`config.mk`:
```
export PLATFORM = sky130hd
export DESIGN_NAME = pit_timer
export DESIGN_NICKNAME = d
export VERILOG_FILES = /design/src/pit_pkg.sv /design/src/pit_timer.sv
export SDC_FILE = /design/constraint.sdc
export NUM_CORES = 1
export LEC_CHECK = 0
export BUFFER_PORTS_ARGS = -buffer_cell sky130_fd_sc_hd__buf_2
export CAP_MARGIN = 20
export CELL_PAD_IN_SITES_DETAIL_PLACEMENT = 0
export CELL_PAD_IN_SITES_GLOBAL_PLACEMENT = 2
export CORE_AREA = 4 4 107 109
export DETAILED_ROUTE_END_ITERATION = 6
export DIE_AREA = 0 0 111 113
export GPL_TIMING_DRIVEN = 0
export PLACE_DENSITY = 0.91
export SYNTH_ARGS = -nofsm -noshare
export SYNTH_HDL_FRONTEND = slang
export SYNTH_SLANG_ARGS = --single-unit
export TNS_END_PERCENT = 5
```
`constraint.sdc`:
```
create_clock -name CLK -period 3.7 [get_ports CLK]
set_input_delay 0.185 -clock CLK [delete_from_list [all_inputs] [get_ports CLK]]
set_output_delay 0.185 -clock CLK [all_outputs]
set_load 0.02 [all_outputs]
```
`src/pit_pkg.sv`:
```
// package for the prescaled interval timer: register map, field widths, reset values
// assumes a 32-bit classic wishbone register bus, byte addressed, one word per register
package pit_pkg;
  // ************************************************************
  // widths
  // ************************************************************
  localparam int unsigned PIT_CNT_W   = 16;
  localparam int unsigned PIT_SCL_W   = 8;
  localparam int unsigned PIT_ADR_W   = 4;
  localparam int unsigned PIT_DAT_W   = 32;
  localparam int unsigned PIT_SRC_W   = 7;
  // ************************************************************
  // register offsets (byte addresses)
  // ************************************************************
  localparam logic [PIT_ADR_W-1:0] PIT_OFS_COUNT  = 4'h0;
  localparam logic [PIT_ADR_W-1:0] PIT_OFS_PERIOD = 4'h4;
  localparam logic [PIT_ADR_W-1:0] PIT_OFS_SCALE  = 4'h8;
  localparam logic [PIT_ADR_W-1:0] PIT_OFS_CTRL   = 4'hc;
  // ************************************************************
  // control register fields and reset values
  // ************************************************************
  localparam int unsigned PIT_CTRL_EN_BIT = 0;
  localparam logic [PIT_CNT_W-1:0] PIT_RST_COUNT  = 16'h0000;
  localparam logic [PIT_CNT_W-1:0] PIT_RST_PERIOD = 16'h0000;
  localparam logic [PIT_SCL_W-1:0] PIT_RST_SCALE  = 8'h00;
  localparam logic                 PIT_RST_EN     = 1'b0;
  // timer source position in the internal interrupt request vector
  localparam int unsigned PIT_TIMER_SRC = 0;
  // ************************************************************
  // carriers
  // ************************************************************
  typedef struct packed {
    logic                 cyc;
    logic                 stb;
    logic                 we;
    logic [3:0]           sel;
    logic [PIT_ADR_W-1:0] adr;
    logic [PIT_DAT_W-1:0] dat;
  } pit_wb_req_t;
  typedef struct packed {
    logic                 ack;
    logic [PIT_DAT_W-1:0] dat;
  } pit_wb_rsp_t;
endpackage

```
`src/pit_timer.sv`:
```
// prescaled interval timer with a classic wishbone register slave
// assumes one clock, synchronous inputs, and an interrupt controller that takes the request vector
// Summary of operation
// (RULE1) count drops by one every scale+1 cycles
// (RULE2) request interrupt the cycle after a tick that finds count already at zero
// (RULE3) reload count from period at zero
// (RULE4) timer is one of seven internal sources
// (RULE5) prescaler reloads from scale on expiry
`timescale 1ns/10ps
`default_nettype none
module pit_timer (
  input  wire logic                                 CLK,
  input  wire logic                                 RST,
  input  wire pit_pkg::pit_wb_req_t                 WB_REQ,
  output var  pit_pkg::pit_wb_rsp_t                 WB_RSP,
  output var  logic [pit_pkg::PIT_SRC_W-1:0]        INT_SRC
);
  import pit_pkg::*;

  logic [PIT_CNT_W-1:0] count_r;
  logic [PIT_CNT_W-1:0] period_r;
  logic [PIT_SCL_W-1:0] scale_r;
  logic [PIT_SCL_W-1:0] pre_r;
  logic                 en_r;
  logic                 ack_r;
  logic [PIT_DAT_W-1:0] rdat_r;
  logic                 irq_r;
  logic                 access;
  logic                 wr;
  logic                 tick;
  logic                 hit_count;

  // ************************************************************
  // bus decode
  // ************************************************************
  // one wait-free answer: ack one cycle after the request, dropped the next
  // writes land on the edge where the master samples ack high, while the request still stands
  assign access    = WB_REQ.cyc && WB_REQ.stb && !ack_r;
  assign wr        = WB_REQ.cyc && WB_REQ.stb && WB_REQ.we && ack_r;
  assign hit_count = wr && (WB_REQ.adr == PIT_OFS_COUNT) && (&WB_REQ.sel[1:0]);

  always_ff @(posedge CLK or posedge RST) begin
    if (RST) begin
      ack_r <= 1'b0;
    end else begin
      ack_r <= access;
    end
  end

  always_ff @(posedge CLK or posedge RST) begin
    if (RST) begin
      rdat_r <= '0;
    end else if (access && !WB_REQ.we) begin
      case (WB_REQ.adr)
        PIT_OFS_COUNT:  rdat_r <= {16'h0000, count_r};
        PIT_OFS_PERIOD: rdat_r <= {16'h0000, period_r};
        PIT_OFS_SCALE:  rdat_r <= {24'h000000, scale_r};
        PIT_OFS_CTRL:   rdat_r <= {31'h00000000, en_r};
        default:        rdat_r <= '0;
      endcase
    end
  end

  assign WB_RSP = '{ack: ack_r, dat: rdat_r};

  // ************************************************************
  // configuration registers
  // ************************************************************
  // byte lanes: partial writes update only the selected bytes
  always_ff @(posedge CLK or posedge RST) begin
    if (RST) begin
      period_r <= PIT_RST_PERIOD;
      scale_r  <= PIT_RST_SCALE;
      en_r     <= PIT_RST_EN;
    end else if (wr) begin
      case (WB_REQ.adr)
        PIT_OFS_PERIOD: begin
          if (WB_REQ.sel[0]) period_r[7:0]  <= WB_REQ.dat[7:0];
          if (WB_REQ.sel[1]) period_r[15:8] <= WB_REQ.dat[15:8];
        end
        PIT_OFS_SCALE: begin
          if (WB_REQ.sel[0]) scale_r <= WB_REQ.dat[7:0];
        end
        PIT_OFS_CTRL: begin
          if (WB_REQ.sel[0]) en_r <= WB_REQ.dat[PIT_CTRL_EN_BIT];
        end
        default: ;
      endcase
    end
  end

  // ************************************************************
  // prescaler
  // ************************************************************
  // scale n gives one tick every n+1 cycles; n=0 ticks every cycle
  always_ff @(posedge CLK or posedge RST) begin
    if (RST) begin
      pre_r <= PIT_RST_SCALE;
    end else if (!en_r) begin
      pre_r <= scale_r;
    end else if (pre_r == '0) begin
      pre_r <= scale_r; // see (RULE5)
    end else begin
      pre_r <= pre_r - 8'h01;
    end
  end

  assign tick = en_r && (pre_r == '0);

  // ************************************************************
  // count register
  // ************************************************************
  // a software write to the count wins over a tick in the same cycle
  always_ff @(posedge CLK or posedge RST) begin
    if (RST) begin
      count_r <= PIT_RST_COUNT;
    end else if (hit_count) begin
      count_r <= WB_REQ.dat[15:0];
    end else if (tick) begin
      if (count_r == '0) begin
        count_r <= period_r; // see (RULE3)
      end else begin
        count_r <= count_r - 16'h0001; // see (RULE1)
      end
    end
  end

  // request in the cycle after each tick where the count sits at zero and is not being written
  always_ff @(posedge CLK or posedge RST) begin
    if (RST) begin
      irq_r <= 1'b0;
    end else begin
      irq_r <= tick && (count_r == '0) && !hit_count; // see (RULE2)
    end
  end

  // other internal sources belong to other units and read zero here
  always_comb begin
    INT_SRC                = '0;
    INT_SRC[PIT_TIMER_SRC] = irq_r; // see (RULE4)
  end
endmodule // pit_timer
`default_nettype wire

```
Yosys cells after proc, flatten, opt, wreduce, memory -nomap -nowiden. Cells that the tools add are included.

Eq/ne operators: 3. Add/subtract/negate cells: 2. Reduce and logical (&&, ||, !) cells: 22. Mux-type cells: 6.

Operators by type and width (count): $pmux W16 S4 (1); $mux W16 (3); $logic_not A16 Y1 (1); $mux W8 (2); $sub A16 B1 Y16 const B (1); $reduce_and A3 Y1 (4); $logic_and A1 B1 Y1 (10); $eq A4 B4 Y1 const B (2); $logic_not A8 Y1 (1); $sub A8 B1 Y8 const B (1); $eq A4 B3 Y1 const B (1); $logic_not A4 Y1 (1); $logic_not A1 Y1 (3); $reduce_and A2 Y1 (1); $reduce_bool A2 Y1 (1).

Bits of input ports: 45. Word-level logic and storage cells: 42. Bits in registers: 83. Output and inout port bits: 40.

Logic depth before layout (Yosys ltp). Gate-level depths: netlist (run 1).

Depth after elaboration: 7. Gate-level depth with buffers: 9. Depth with buffers taken out: 7.

Worst setup path before layout (run 1). Ideal clock, no wire load.

Kind: register to register. From: register count_r[4]. To: register count_r[3]. Data arrival time: 2148 ps. Cell stages (with the launch flop): 8. Setup slack: 1411 ps. Setup time: 141 ps. Cells stage by stage: dfrtp_1 > or4_1 > clkbuf_2 > or4_4 > buf_6 > mux2_4 > nand2_1 > a31oi_1.

Word-level cells in the longest chain between the ends: 4.

RTL lines: start, declared (RTL line pit_timer.sv:20) `logic [PIT_CNT_W-1:0] count_r;`; start signal, assigned (RTL line pit_timer.sv:118) `count_r <= WB_REQ.dat[15:0];`; start signal, assigned (RTL line pit_timer.sv:121) `count_r <= period_r;`; start signal, assigned (RTL line pit_timer.sv:123) `count_r <= count_r - 16'h0001;`; $logic_not A16 Y1 (RTL line pit_timer.sv:120) `if (count_r == '0) begin`; $mux W16 (RTL line pit_timer.sv:120); $mux W16 (RTL line pit_timer.sv:119) `end else if (tick) begin`; $mux W16 (RTL line pit_timer.sv:117) `end else if (hit_count) begin`.

Every way passes these cells. The select of a mux whose other input is x is not followed. A chain may end at the register's enable or synchronous reset.

Final worst setup path (run 1).
From: register count_r[0]. To: register count_r[3].

Word-level cells in the longest chain between the ends: 4.

RTL lines (RTL line): $sub A16 B1 Y16 / $logic_not A16 Y1 (equally long branches) (pit_timer.sv:123, pit_timer.sv:120); $mux W16 (*) (pit_timer.sv:120); $mux W16 (*) (pit_timer.sv:119); $mux W16 (*) (pit_timer.sv:117).

Mark *: on every way between the ends. The rest lies on a longest branch, timed or not. The select of a mux whose other input is x is not followed.

==> results of run 1 <==
==> through the flow <==
step | hold slack, ps | setup slack, ps
2_1_floorplan | 301.8 | 1411
3_3_place_gp | 406.7 | 1012
3_5_place_dp | 410.2 | 1165
4_1_cts | 37.01 | 1203
5_1_grt | 68.09 | 1033
6_report | 9.958 | 1212
==> synth_stat cells, types with 3 or more instances <==
library cell,instances
dfrtp_1,67
nor2_1,37
nand2_1,32
mux2_2,25
o21ai_0,25
buf_4,24
clkbuf_1,14
mux2i_1,12
a21oi_1,11
a221oi_1,9
nor3_1,9
or3_1,9
a22o_1,8
inv_1,8
nor4_1,7
xnor2_1,7
and3_1,6
xor2_1,6
nand3_1,5
ha_1,4
a211o_1,3
nand2b_1,3
o31ai_1,3
or4_1,3
==> cell families after synthesis <==
logic type / share of synthesized area
compound gates: 0.1339
xor+xnor: 0.03076
fa+ha+maj: 0.01352
buf+inv: 0.07640
flops: 0.4530
mux: 0.1187
other cells: 0.001013
simple gates: 0.1728
==> flip-flops by register name (all words and copies together), names as in the netlist <==
register and cells:
en_r 1, irq_r 1, ack_r 1, count_r 16, scale_r 8, pre_r 8
rdat_r 16, period_r 16
==> routing by layer <==
| layer | vias to the layer above | GRT usage |
|---|---|---|
| li1 | 1463 | - |
| met1 | 1420 | 0.2034 |
| met2 | 79 | 0.2338 |
| met3 | 19 | 0.03636 |
| met4 | 0 | 0.06568 |
| met5 | - | 0 |
==> worst paths after layout <==
kind                                              from                      end  slack (ps)  cells past startpoint
worst min-delay path                               RST       pre_r[1]$_DFF_PP0_          10                      2
max in group asynchronous                          RST  count_r[13]$_DFFE_PP0P_        3160                      2
worst max register to register  count_r[0]$_DFFE_PP0P_   count_r[3]$_DFFE_PP0P_        1210                      9
worst max-delay path            count_r[0]$_DFFE_PP0P_   count_r[3]$_DFFE_PP0P_        1210                      9
worst min register to register         ack_r$_DFF_PP0_          ack_r$_DFF_PP0_         490                      1
min in group CLK                            WB_REQ[12]  count_r[12]$_DFFE_PP0P_          60                      3
==> power by group through the flow <==
| stage | registers, uW | clock network [uW] | logic (uW) |
|---|---|---|---|
| 3_3_place_gp | 837 | 0 | 308 |
| 6_report | 827 | 599 | 312 |
| 3_5_place_dp | 840 | 0 | 315 |
| 2_1_floorplan | 855 | 0 | 201 |
| 4_1_cts | 826 | 614 | 316 |
| 5_1_grt | 834 | 649 | 349 |
==> layout make-up <==
| class | instances | area, um2 | share of cell area |
|---|---|---|---|
| inverter | 8 | 32.53 | 0.007452 |
| sequential | 67 | 1677 | 0.3841 |
| buffer | 41 | 252.7 | 0.05790 |
| clock inverter | 2 | 35.03 | 0.008025 |
| multi-input combinational | 280 | 1821 | 0.4170 |
| tap | 140 | 175.2 | 0.04013 |
| timing repair buffer | 44 | 220.2 | 0.05044 |
| clock buffer | 14 | 152.6 | 0.03497 |
==> worst register-to-register path: cells and delay by family (launching register included) <==
| family | cells | cell delay (ps) |
|---|---|---|
| AOI/OAI and AO/OA | 1 | 80 |
| buffers and inverters | 3 | 450 |
| adders and majority gates | 1 | 190 |
| and+or+nand+nor | 3 | 910 |
| DFF | 1 | 420 |
| muxes | 1 | 290 |
==> flow_metrics.py, run 1 <==
metrics = {
    "clock_network": {
        "cts_hold_repair.buffers": 0,
        "cts_buffers": 9,
        "cts_setup_buffers": 0,
        "postCtsResizedCells": 0,
        "root_buffer": "clkbuf_8",
        "cts_buffer_depth": 2,
        "cts.sink_count": 67,
        "cts_tree": "done",
        "htree_levels": 3,
        "clock_latency_ps": 350,
        "cts.clk_slew.worst_paths_ps": 70,
    },
    "power": {
        "internal_power_uw": 1238,
        "p_total_uw": 1738,
        "worst_ir_drop_vdd_uv": 142.7,
        "power_leakage_uw": 0.002196,
        "clkPwrFrac": 0.345,
        "switchingPower_uw": 499.9,
        "comb_power_share": 0.179,
        "switching_share": 0.2876,
        "pwr_density_cell_nw_per_um2": 398.1,
        "power_frac_seq": 0.476,
    },
    "yosys": {
        "synth.area.top_cells": "dfrtp_1 (45%), mux2_2 (7.6%), buf_4 (4.9%)",
        "synth_top_area_share": 0.4530,
        "synth-edff-count": 0,
        "async_flop_share": 1.000,
        "synth_cells": 375,
        "synthFlopType": "dfrtp_1",
        "yosysTopAreaCell": "dfrtp_1",
        "ys_ff_latch": 67,
        "postSynthAreaPerCell_um2": 9.869,
        "yosysWarnings": 0,
        "synth_area_um2": 3701,
        "ys_types": 54,
        "ys_seq_area_frac": 0.4530,
    },
    "min_path": {
        "hold_class": "primary input to async pin",
    },
    "floorplanning": {
        "io_pins": 85,
        "die_y_um": 113,
        "start_util": 0.3491,
        "core_area_um2": 10600,
        "die_w_um": 111,
        "die_area_um2": 12540,
        "num_rows": 38,
    },
    "job": {
        "cap_violations": 0,
    },
    "drt": {
        "post_drt_wl_per_cell_um": 15.46,
        "topRoutingLayerUsed": "met4",
        "wl_met1_um": 4302,
        "drt_iter0_markers": 144,
        "vias_per_cell": 5.002,
        "route.met3.wl_um": 461,
        "dr_wl_met2_um": 4228,
        "routed_wl_um": 9212,
        "vias": 2981,
        "drc": 0,
        "first_pass_iters": 4,
        "antenna_left": 0,
    },
    "place": {
        "postPlaceCellArea_um2": 4178,
        "io_buffers": 44,
        "hpwl_um": 6831,
        "dp_cells": 580,
        "gp_congestion": 0.8489,
    },
    "global_routing": {
        "grt_pass1_vias": 2890,
        "antenna_found_initial": 0,
        "grt-ovfl-total": 0,
        "grt_max_degree": 68,
        "grt_first_pass_wirelength_um": 15100,
        "track_usage": 0.1513,
    },
    "finish": {
        "instances_no_fill": 596,
        "stdcell_area_um2": 4365,
        "final_common_cell": "dfrtp_1",
        "num_antenna_cells": 0,
        "drive_above_1_share": 0.2500,
        "fin_util": 0.4117,
        "mostFrequentLayoutCells": "dfrtp_1 (67), buf_2 (44), nor2_1 (37)",
        "fillers": 1055,
        "nNetsFinal": 500,
        "syn2layout_area_growth_pct": 17.95,
    },
    "critical_path": {
        "cpMaxStageDelayCell": "or4_4",
        "slowest_delay_ps": 500,
        "crit_type": "register to register",
        "critPathLaunchType": "register",
        "path_cells": "inv_1 -> ha_1 -> or3b_1 -> clkbuf_1 -> or4_4 -> buf_6 -> mux2_4 -> nand2_1 -> a31oi_1",
        "worstPathMaxFanout": 9,
        "cp.arrival_ps": 2690,
        "critical_path_buf_inv_count": 3,
        "critical_path.endpoint_type": "register",
        "cp_data_required_time_ps": 3900,
        "cpLargestDelayFamily": "simple AND/OR/NAND/NOR gates",
    },
    "outcome": {
        "run_status": "complete, no violations",
    },
    "sta": {
        "skew_ps": 5.038,
        "finalHoldViolations": 0,
        "layout_min_cycle_time_ps": 2488,
        "worstMarginPinSlew_ps": 945.0,
        "final_max_slew_viol_count": 0,
        "rsz0062_at_grt": "false",
        "period_share": 0.6724,
        "setup_tns_ps": 0,
        "setup_viol": 0,
        "max_freq_mhz": 401.9,
        "relSlewSlack": 0.3648,
    },
}
Power figures use the tool's default switching activity.
==> run 2: changes to the inputs <==
--- a/config.mk
+++ b/config.mk
@@ -9,11 +9,11 @@
 export CAP_MARGIN = 20
 export CELL_PAD_IN_SITES_DETAIL_PLACEMENT = 0
 export CELL_PAD_IN_SITES_GLOBAL_PLACEMENT = 2
-export CORE_AREA = 4 4 107 109
+export CORE_AREA = 4 4 117 119
 export DETAILED_ROUTE_END_ITERATION = 6
-export DIE_AREA = 0 0 111 113
+export DIE_AREA = 0 0 121 123
 export GPL_TIMING_DRIVEN = 0
-export PLACE_DENSITY = 0.91
+export PLACE_DENSITY = 0.81
 export SYNTH_ARGS = -nofsm -noshare
 export SYNTH_HDL_FRONTEND = slang
 export SYNTH_SLANG_ARGS = --single-unit
==> constraint.sdc (replaced) <==
create_clock -name CLK -period 2.1 [get_ports CLK]
set_input_delay 0.105 -clock CLK [delete_from_list [all_inputs] [get_ports CLK]]
set_output_delay 0.105 -clock CLK [all_outputs]
set_load 0.02 [all_outputs]
==> flow_metrics.py, run 2 (synthesized netlist as in run 1, its figures left out) <==
metrics = {
    "critical_path": {
        "path_cells": "or4_4 -> buf_8 -> or3_4 -> or3_1 -> a221oi_2 -> o31ai_1",
        "cpMaxStageDelayCell": "or4_4",
        "critical_path_buf_inv_count": 1,
        "cpLargestDelayFamily": "simple AND/OR/NAND/NOR gates",
        "slowest_delay_ps": 540,
        "crit_type": "register to register",
        "critPathLaunchType": "register",
        "worstPathMaxFanout": 7,
        "cp-startpoint": "count_r[3]$_DFFE_PP0P_",
        "cp_data_required_time_ps": 2300,
        "rr_startpoint": "count_r[3]$_DFFE_PP0P_",
        "critical_path.endpoint_type": "register",
        "cp.arrival_ps": 2490,
    },
    "global_routing": {
        "grt_pass1_vias": 2921,
        "track_usage": 0.1360,
        "grt_max_degree": 68,
        "grt-ovfl-total": 0,
        "antenna_found_initial": 0,
        "grt_first_pass_wirelength_um": 15770,
    },
    "finish": {
        "drive_above_1_share": 0.3226,
        "regArea_um2": 1683,
        "stdcell_area_um2": 4711,
        "fillers": 1301,
        "fin_util": 0.3748,
        "mostFrequentLayoutCells": "dfrtp_1 (62), buf_2 (44), buf_4 (37)",
        "syn2layout_area_growth_pct": 27.28,
        "multi_input_area_um2": 1919,
        "final_common_cell": "dfrtp_1",
        "nNetsFinal": 510,
        "largest_registers": "count_r x16, period_r x16, rdat_r x16",
    },
    "clock_network": {
        "cts.sink_count": 67,
        "cts_buffer_depth": 2,
        "cts_buffers": 9,
        "cts.clk_slew.worst_paths_ps": 50,
        "htree_levels": 3,
        "clock_latency_ps": 330,
        "root_buffer": "clkbuf_16",
        "cts_tree": "done",
    },
    "sta": {
        "rsz0062_at_grt": "true",
        "final_max_slew_viol_count": 0,
        "whs_ps": 7.623,
        "finalHoldViolations": 0,
        "setup_viol": 10,
        "fin_ws_ps": -187.3,
        "layout_min_cycle_time_ps": 2287,
        "worstMarginPinSlew_ps": 830.7,
        "relSlewSlack": 0.4462,
        "period_share": 1.089,
        "max_freq_mhz": 437.2,
        "skew_ps": 5.373,
    },
    "power": {
        "switchingPower_uw": 972.1,
        "internal_power_uw": 2487,
        "p_total_uw": 3459,
        "worst_ir_drop_vdd_uv": 427.9,
        "clkPwrFrac": 0.390,
        "switching_share": 0.2810,
        "comb_power_share": 0.188,
        "power_leakage_uw": 0.002335,
        "power_frac_seq": 0.421,
        "pwr_density_cell_nw_per_um2": 734.2,
    },
    "floorplanning": {
        "io_pins": 85,
        "start_util": 0.2945,
        "core_area_um2": 12570,
        "die_y_um": 123,
        "die_area_um2": 14880,
        "die_w_um": 121,
        "num_rows": 41,
    },
    "drt": {
        "antenna_left": 0,
        "first_pass_iters": 4,
        "post_drt_wl_per_cell_um": 15.33,
        "vias_per_cell": 4.708,
        "vias": 3004,
        "drt_iter0_markers": 116,
        "routed_wl_um": 9782,
        "drc": 0,
    },
    "place": {
        "gp_congestion": 0.7787,
        "io_buffers": 44,
        "dp_slack_ps": -414.2,
        "postPlaceCellArea_um2": 4219,
        "hpwl_um": 7060,
    },
    "outcome": {
        "run_status": "finished, violations left",
        "violations": "setup timing",
    },
    "job": {
        "cap_violations": 0,
    },
    "min_path": {
        "hold_class": "primary input to register",
        "hp-start": "WB_REQ[14]",
    },
}
run 2: worst paths after layout:
check	to	cells after the start	slack (ps)
worst max register to register	count_r[13]$_DFFE_PP0P_	6	-190
worst min-delay path	count_r[14]$_DFFE_PP0P_	3	8
min in group asynchronous	pre_r[7]$_DFF_PP0_	3	480
max in group asynchronous	count_r[13]$_DFFE_PP0P_	3	1020
worst max-delay path	count_r[13]$_DFFE_PP0P_	6	-190
worst min register to register	ack_r$_DFF_PP0_	1	490
run 2: cell type report:
class	instances	area share
sequential	67	0.3572
antenna	1	0.0005312
buffer	34	0.04861
clock inverter	3	0.003187
timing repair buffer	61	0.07809
inverter	8	0.006906
multi-input combinational	280	0.4074
tap	172	0.04568
clock buffer	12	0.05232
run 2: worst reg2reg max path, cell delays in order (launching register included):
cell and delay, ps:
dfrtp_2 410, or4_4 540, buf_8 150, or3_4 400
or3_1 330, a221oi_2 250, o31ai_1 90
run 2: what timing repair did:
action,CTS,global route
pin swaps,1,7
endpoints found under the setup margin,25,31
buffers inserted,9,5
hold endpoints to repair,57,0
hold buffers,3,0
gates cloned,0,0
resized for setup,20,14
run 2: per-layer routing:
layer	vias to the layer above	share of wire	track usage
met1	1452	0.48	0.1832
met3	8	0.047	0.03477
met2	60	0.46	0.2164
met4	0	0.017	0.04037
met5	-	0	0
li1	1484	-	-
run 2: power groups by stage:
stage	combinational [uW]	sequential (uW)	clock, uW
floorplan	354	1510	0
global placement	549	1480	0
detailed placement	558	1480	0
CTS	623	1450	1370
global route	728	1470	1450
finish	652	1460	1350
run 2: through the flow:
stage          std cells  setup TNS [ps]
2_1_floorplan        396          -426.3
3_3_place_gp         612          -44980
3_5_place_dp         612           -8001
4_1_cts              634           -1205
5_1_grt              637           -2642
6_report             638          -720.6
==> run 3: changes to the inputs <==
--- a/config.mk
+++ b/config.mk
@@ -5,15 +5,17 @@
 export SDC_FILE = /design/constraint.sdc
 export NUM_CORES = 1
 export LEC_CHECK = 0
+export ABC_AREA = 1
 export BUFFER_PORTS_ARGS = -buffer_cell sky130_fd_sc_hd__buf_2
 export CAP_MARGIN = 20
 export CELL_PAD_IN_SITES_DETAIL_PLACEMENT = 0
 export CELL_PAD_IN_SITES_GLOBAL_PLACEMENT = 2
-export CORE_AREA = 4 4 117 119
+export CORE_AREA = 4 4 129 131
 export DETAILED_ROUTE_END_ITERATION = 6
-export DIE_AREA = 0 0 121 123
+export DIE_AREA = 0 0 133 135
 export GPL_TIMING_DRIVEN = 0
 export PLACE_DENSITY = 0.81
+export SETUP_SLACK_MARGIN = 0.1
 export SYNTH_ARGS = -nofsm -noshare
 export SYNTH_HDL_FRONTEND = slang
 export SYNTH_SLANG_ARGS = --single-unit
==> flow_metrics.py, run 3 <==
metrics = {
    "outcome": {
        "run_status": "complete, no violations",
    },
    "drt": {
        "first_pass_iters": 5,
        "vias": 3751,
        "drc": 0,
        "drt_iter0_markers": 153,
        "routed_wl_um": 11770,
        "post_drt_wl_per_cell_um": 13.38,
        "vias_per_cell": 4.263,
        "antenna_left": 0,
    },
    "finish": {
        "mostFrequentLayoutCells": "nand2_1 (200), inv_1 (72), dfrtp_1 (67)",
        "final_common_cell": "nand2_1",
        "nNetsFinal": 708,
        "largest_registers": "count_r x16, period_r x16, rdat_r x16",
        "syn2layout_area_growth_pct": 22.31,
        "num_antenna_cells": 0,
        "drive_above_1_share": 0.1883,
    },
    "clock_network": {
        "cts_buffer_depth": 2,
        "cts_setup_buffers": 0,
        "cts_tree": "done",
        "root_buffer": "clkbuf_16",
        "cts_buffers": 9,
        "cts.sink_count": 67,
        "clock_latency_ps": 340,
        "htree_levels": 3,
        "cts.clk_slew.worst_paths_ps": 50,
    },
    "critical_path": {
        "rr_endpoint": "count_r[12]$_DFFE_PP0P_",
        "path_cells": "inv_1 -> ha_1 -> nand3_1 -> nor3_1 -> nand2_1 -> buf_4 -> nor2_1 -> nand2_1 -> nand2_1",
        "slowest_delay_ps": 380,
        "ff2ff_setup_slack_ps": 270,
        "critical_path.endpoint_type": "register",
        "worstPathMaxFanout": 10,
        "critPathLaunchType": "register",
        "rr_startpoint": "pre_r[0]$_DFF_PP0_",
        "cp_data_required_time_ps": 2380,
        "ff2ff_path_depth": 9,
        "cp_common_cell": "nand2_1",
        "cpMaxStageDelayCell": "dfrtp_1",
        "cp.arrival_ps": 2110,
        "crit_type": "register to register",
    },
    "power": {
        "pwr_density_cell_nw_per_um2": 977.2,
        "power_leakage_uw": 0.002750,
        "worst_ir_drop_vdd_uv": 346.2,
        "p_total_uw": 4927,
    },
    "floorplanning": {
        "io_pins": 85,
        "core_area_um2": 15600,
        "die_y_um": 135,
        "start_util": 0.2643,
        "die_area_um2": 17960,
        "num_rows": 46,
        "die_w_um": 133,
    },
    "sta": {
        "finalHoldViolations": 0,
        "final_max_slew_viol_count": 0,
        "period_share": 0.8737,
        "relSlewSlack": 0.4323,
        "rsz0062_at_grt": "true",
        "setup_viol": 0,
        "skew_ps": 5.549,
        "worstMarginPinSlew_ps": 851.5,
        "fin_ws_ps": 265.3,
        "setup_tns_ps": 0,
        "layout_min_cycle_time_ps": 1835,
        "max_freq_mhz": 545.0,
    },
    "yosys": {
        "ys_types": 33,
        "yosysTopAreaCell": "dfrtp_1",
        "synth_cells": 582,
        "synth_top_area_share": 0.4067,
        "yosysWarnings": 0,
        "synth.area.top_cells": "dfrtp_1 (41%), nand2_1 (18%), inv_1 (6.6%)",
        "synth_most_common_cell": "nand2_1",
        "async_flop_share": 1.000,
        "synth-edff-count": 0,
        "postSynthAreaPerCell_um2": 7.084,
        "ys_ff_latch": 67,
        "synthFlopType": "dfrtp_1",
        "ys_seq_area_frac": 0.4067,
        "synth_common_cells": "nand2_1 (201), inv_1 (73), dfrtp_1 (67), nor2_1 (61), nand3_1 (50)",
        "synth_area_um2": 4123,
    },
    "global_routing": {
        "grt_pass1_vias": 3656,
        "track_usage": 0.1368,
        "grt_max_degree": 68,
        "grt-ovfl-total": 0,
        "grt_first_pass_wirelength_um": 19310,
        "antenna_found_initial": 0,
    },
    "place": {
        "hpwl_um": 8992,
        "gp_congestion": 0.8698,
        "io_buffers": 44,
        "dp_slack_ps": 98.48,
    },
    "min_path": {
        "hp-start": "WB_REQ[14]",
        "hold_class": "primary input to register",
        "hold_depth": 3,
        "min_to": "period_r[14]$_DFFE_PP0P_",
    },
    "job": {
        "cap_violations": 0,
    },
}
-- run 3: changes by cell type after synthesis, sizes merged, moves of 26 or more --
cell,change
nand3,+49
nand2,+172
mux2,-26
nor2,+28
inv,+69
-- run 3: repair_timing --
action | in CTS | in global routing
endpoints found under the hold margin | 57 | 0
resized for setup | 1 | 6
hold buffers | 1 | 0
endpoints found under the setup margin | 1 | 14
-- run 3: metrics by stage --
stage,utilization,hold slack [ps],cells,area (um2)
2_1_floorplan,-,234.6,603,4202
3_3_place_gp,0.3008,357.8,863,4692
3_5_place_dp,0.3010,344.0,863,4695
4_1_cts,0.3228,3.662,880,5035
5_1_grt,0.3233,17.11,880,5042
6_report,0.3233,10.39,880,5042
-- run 3: metal layers --
layer	wire (um)	GRT usage	vias to the layer above
met1	5669	0.1847	1711
met3	581	0.03204	12
met2	5328	0.2161	95
li1	-	-	1933
met5	0	0	-
met4	191	0.04677	0
-- run 3: how the worst max path moves through the flow --
stage,slack (ps),end,depth (start not counted),start
after floorplan,310,ack_r$_DFF_PP0_,1,RST
after global placement,-620,scale_r[2]$_DFFE_PP0P_,2,RST
after detailed placement,100,count_r[13]$_DFFE_PP0P_,12,count_r[0]$_DFFE_PP0P_
after CTS,180,count_r[13]$_DFFE_PP0P_,12,count_r[0]$_DFFE_PP0P_
after global routing,80,count_r[5]$_DFFE_PP0P_,9,pre_r[0]$_DFF_PP0_
final,270,count_r[12]$_DFFE_PP0P_,9,pre_r[0]$_DFF_PP0_
-- run 3: final cells by class --
class                           instances  area, um2
Clock inverter                          4      72.57
Tap cell                              216      270.3
Multi-Input combinational cell        422       1974
Sequential cell                        67       1677
Inverter                               77      296.5
Buffer                                 37      265.3
Clock buffer                           12      256.5
Fill cell                            1725      10560
Timing Repair Buffer                   45      230.2
-- run 3: worst max-delay path: cells and delay by family (launching register included) --
| family | cells | cell delay [ps] |
|---|---|---|
| adders and majority gates | 1 | 160 |
| DFF | 1 | 380 |
| and+or+nand+nor | 6 | 880 |
| buffers and inverters | 2 | 340 |
-- run 3: where the power goes --
group          total, uW  switching, uW  internal, uW
Sequential          1570            148          1420
Combinational       1690           1130           557
Clock               1670            571          1100
-- run 3: cells by family (layout without fill, tap and decap cells) --
| kind of cell | Yosys count | after routing | synth area share |
|---|---|---|---|
| AND/OR/NAND/NOR | 337 | 337 | 0.3560 |
| adder cells (fa/ha/maj) | 4 | 4 | 0.01214 |
| other | 1 | 22 | 0.0009096 |
| flip-flops | 67 | 67 | 0.4067 |
| XOR/XNOR | 5 | 5 | 0.01062 |
| AO/OA/AOI/OAI | 54 | 54 | 0.07952 |
| buffers and inverters | 114 | 175 | 0.1341 |
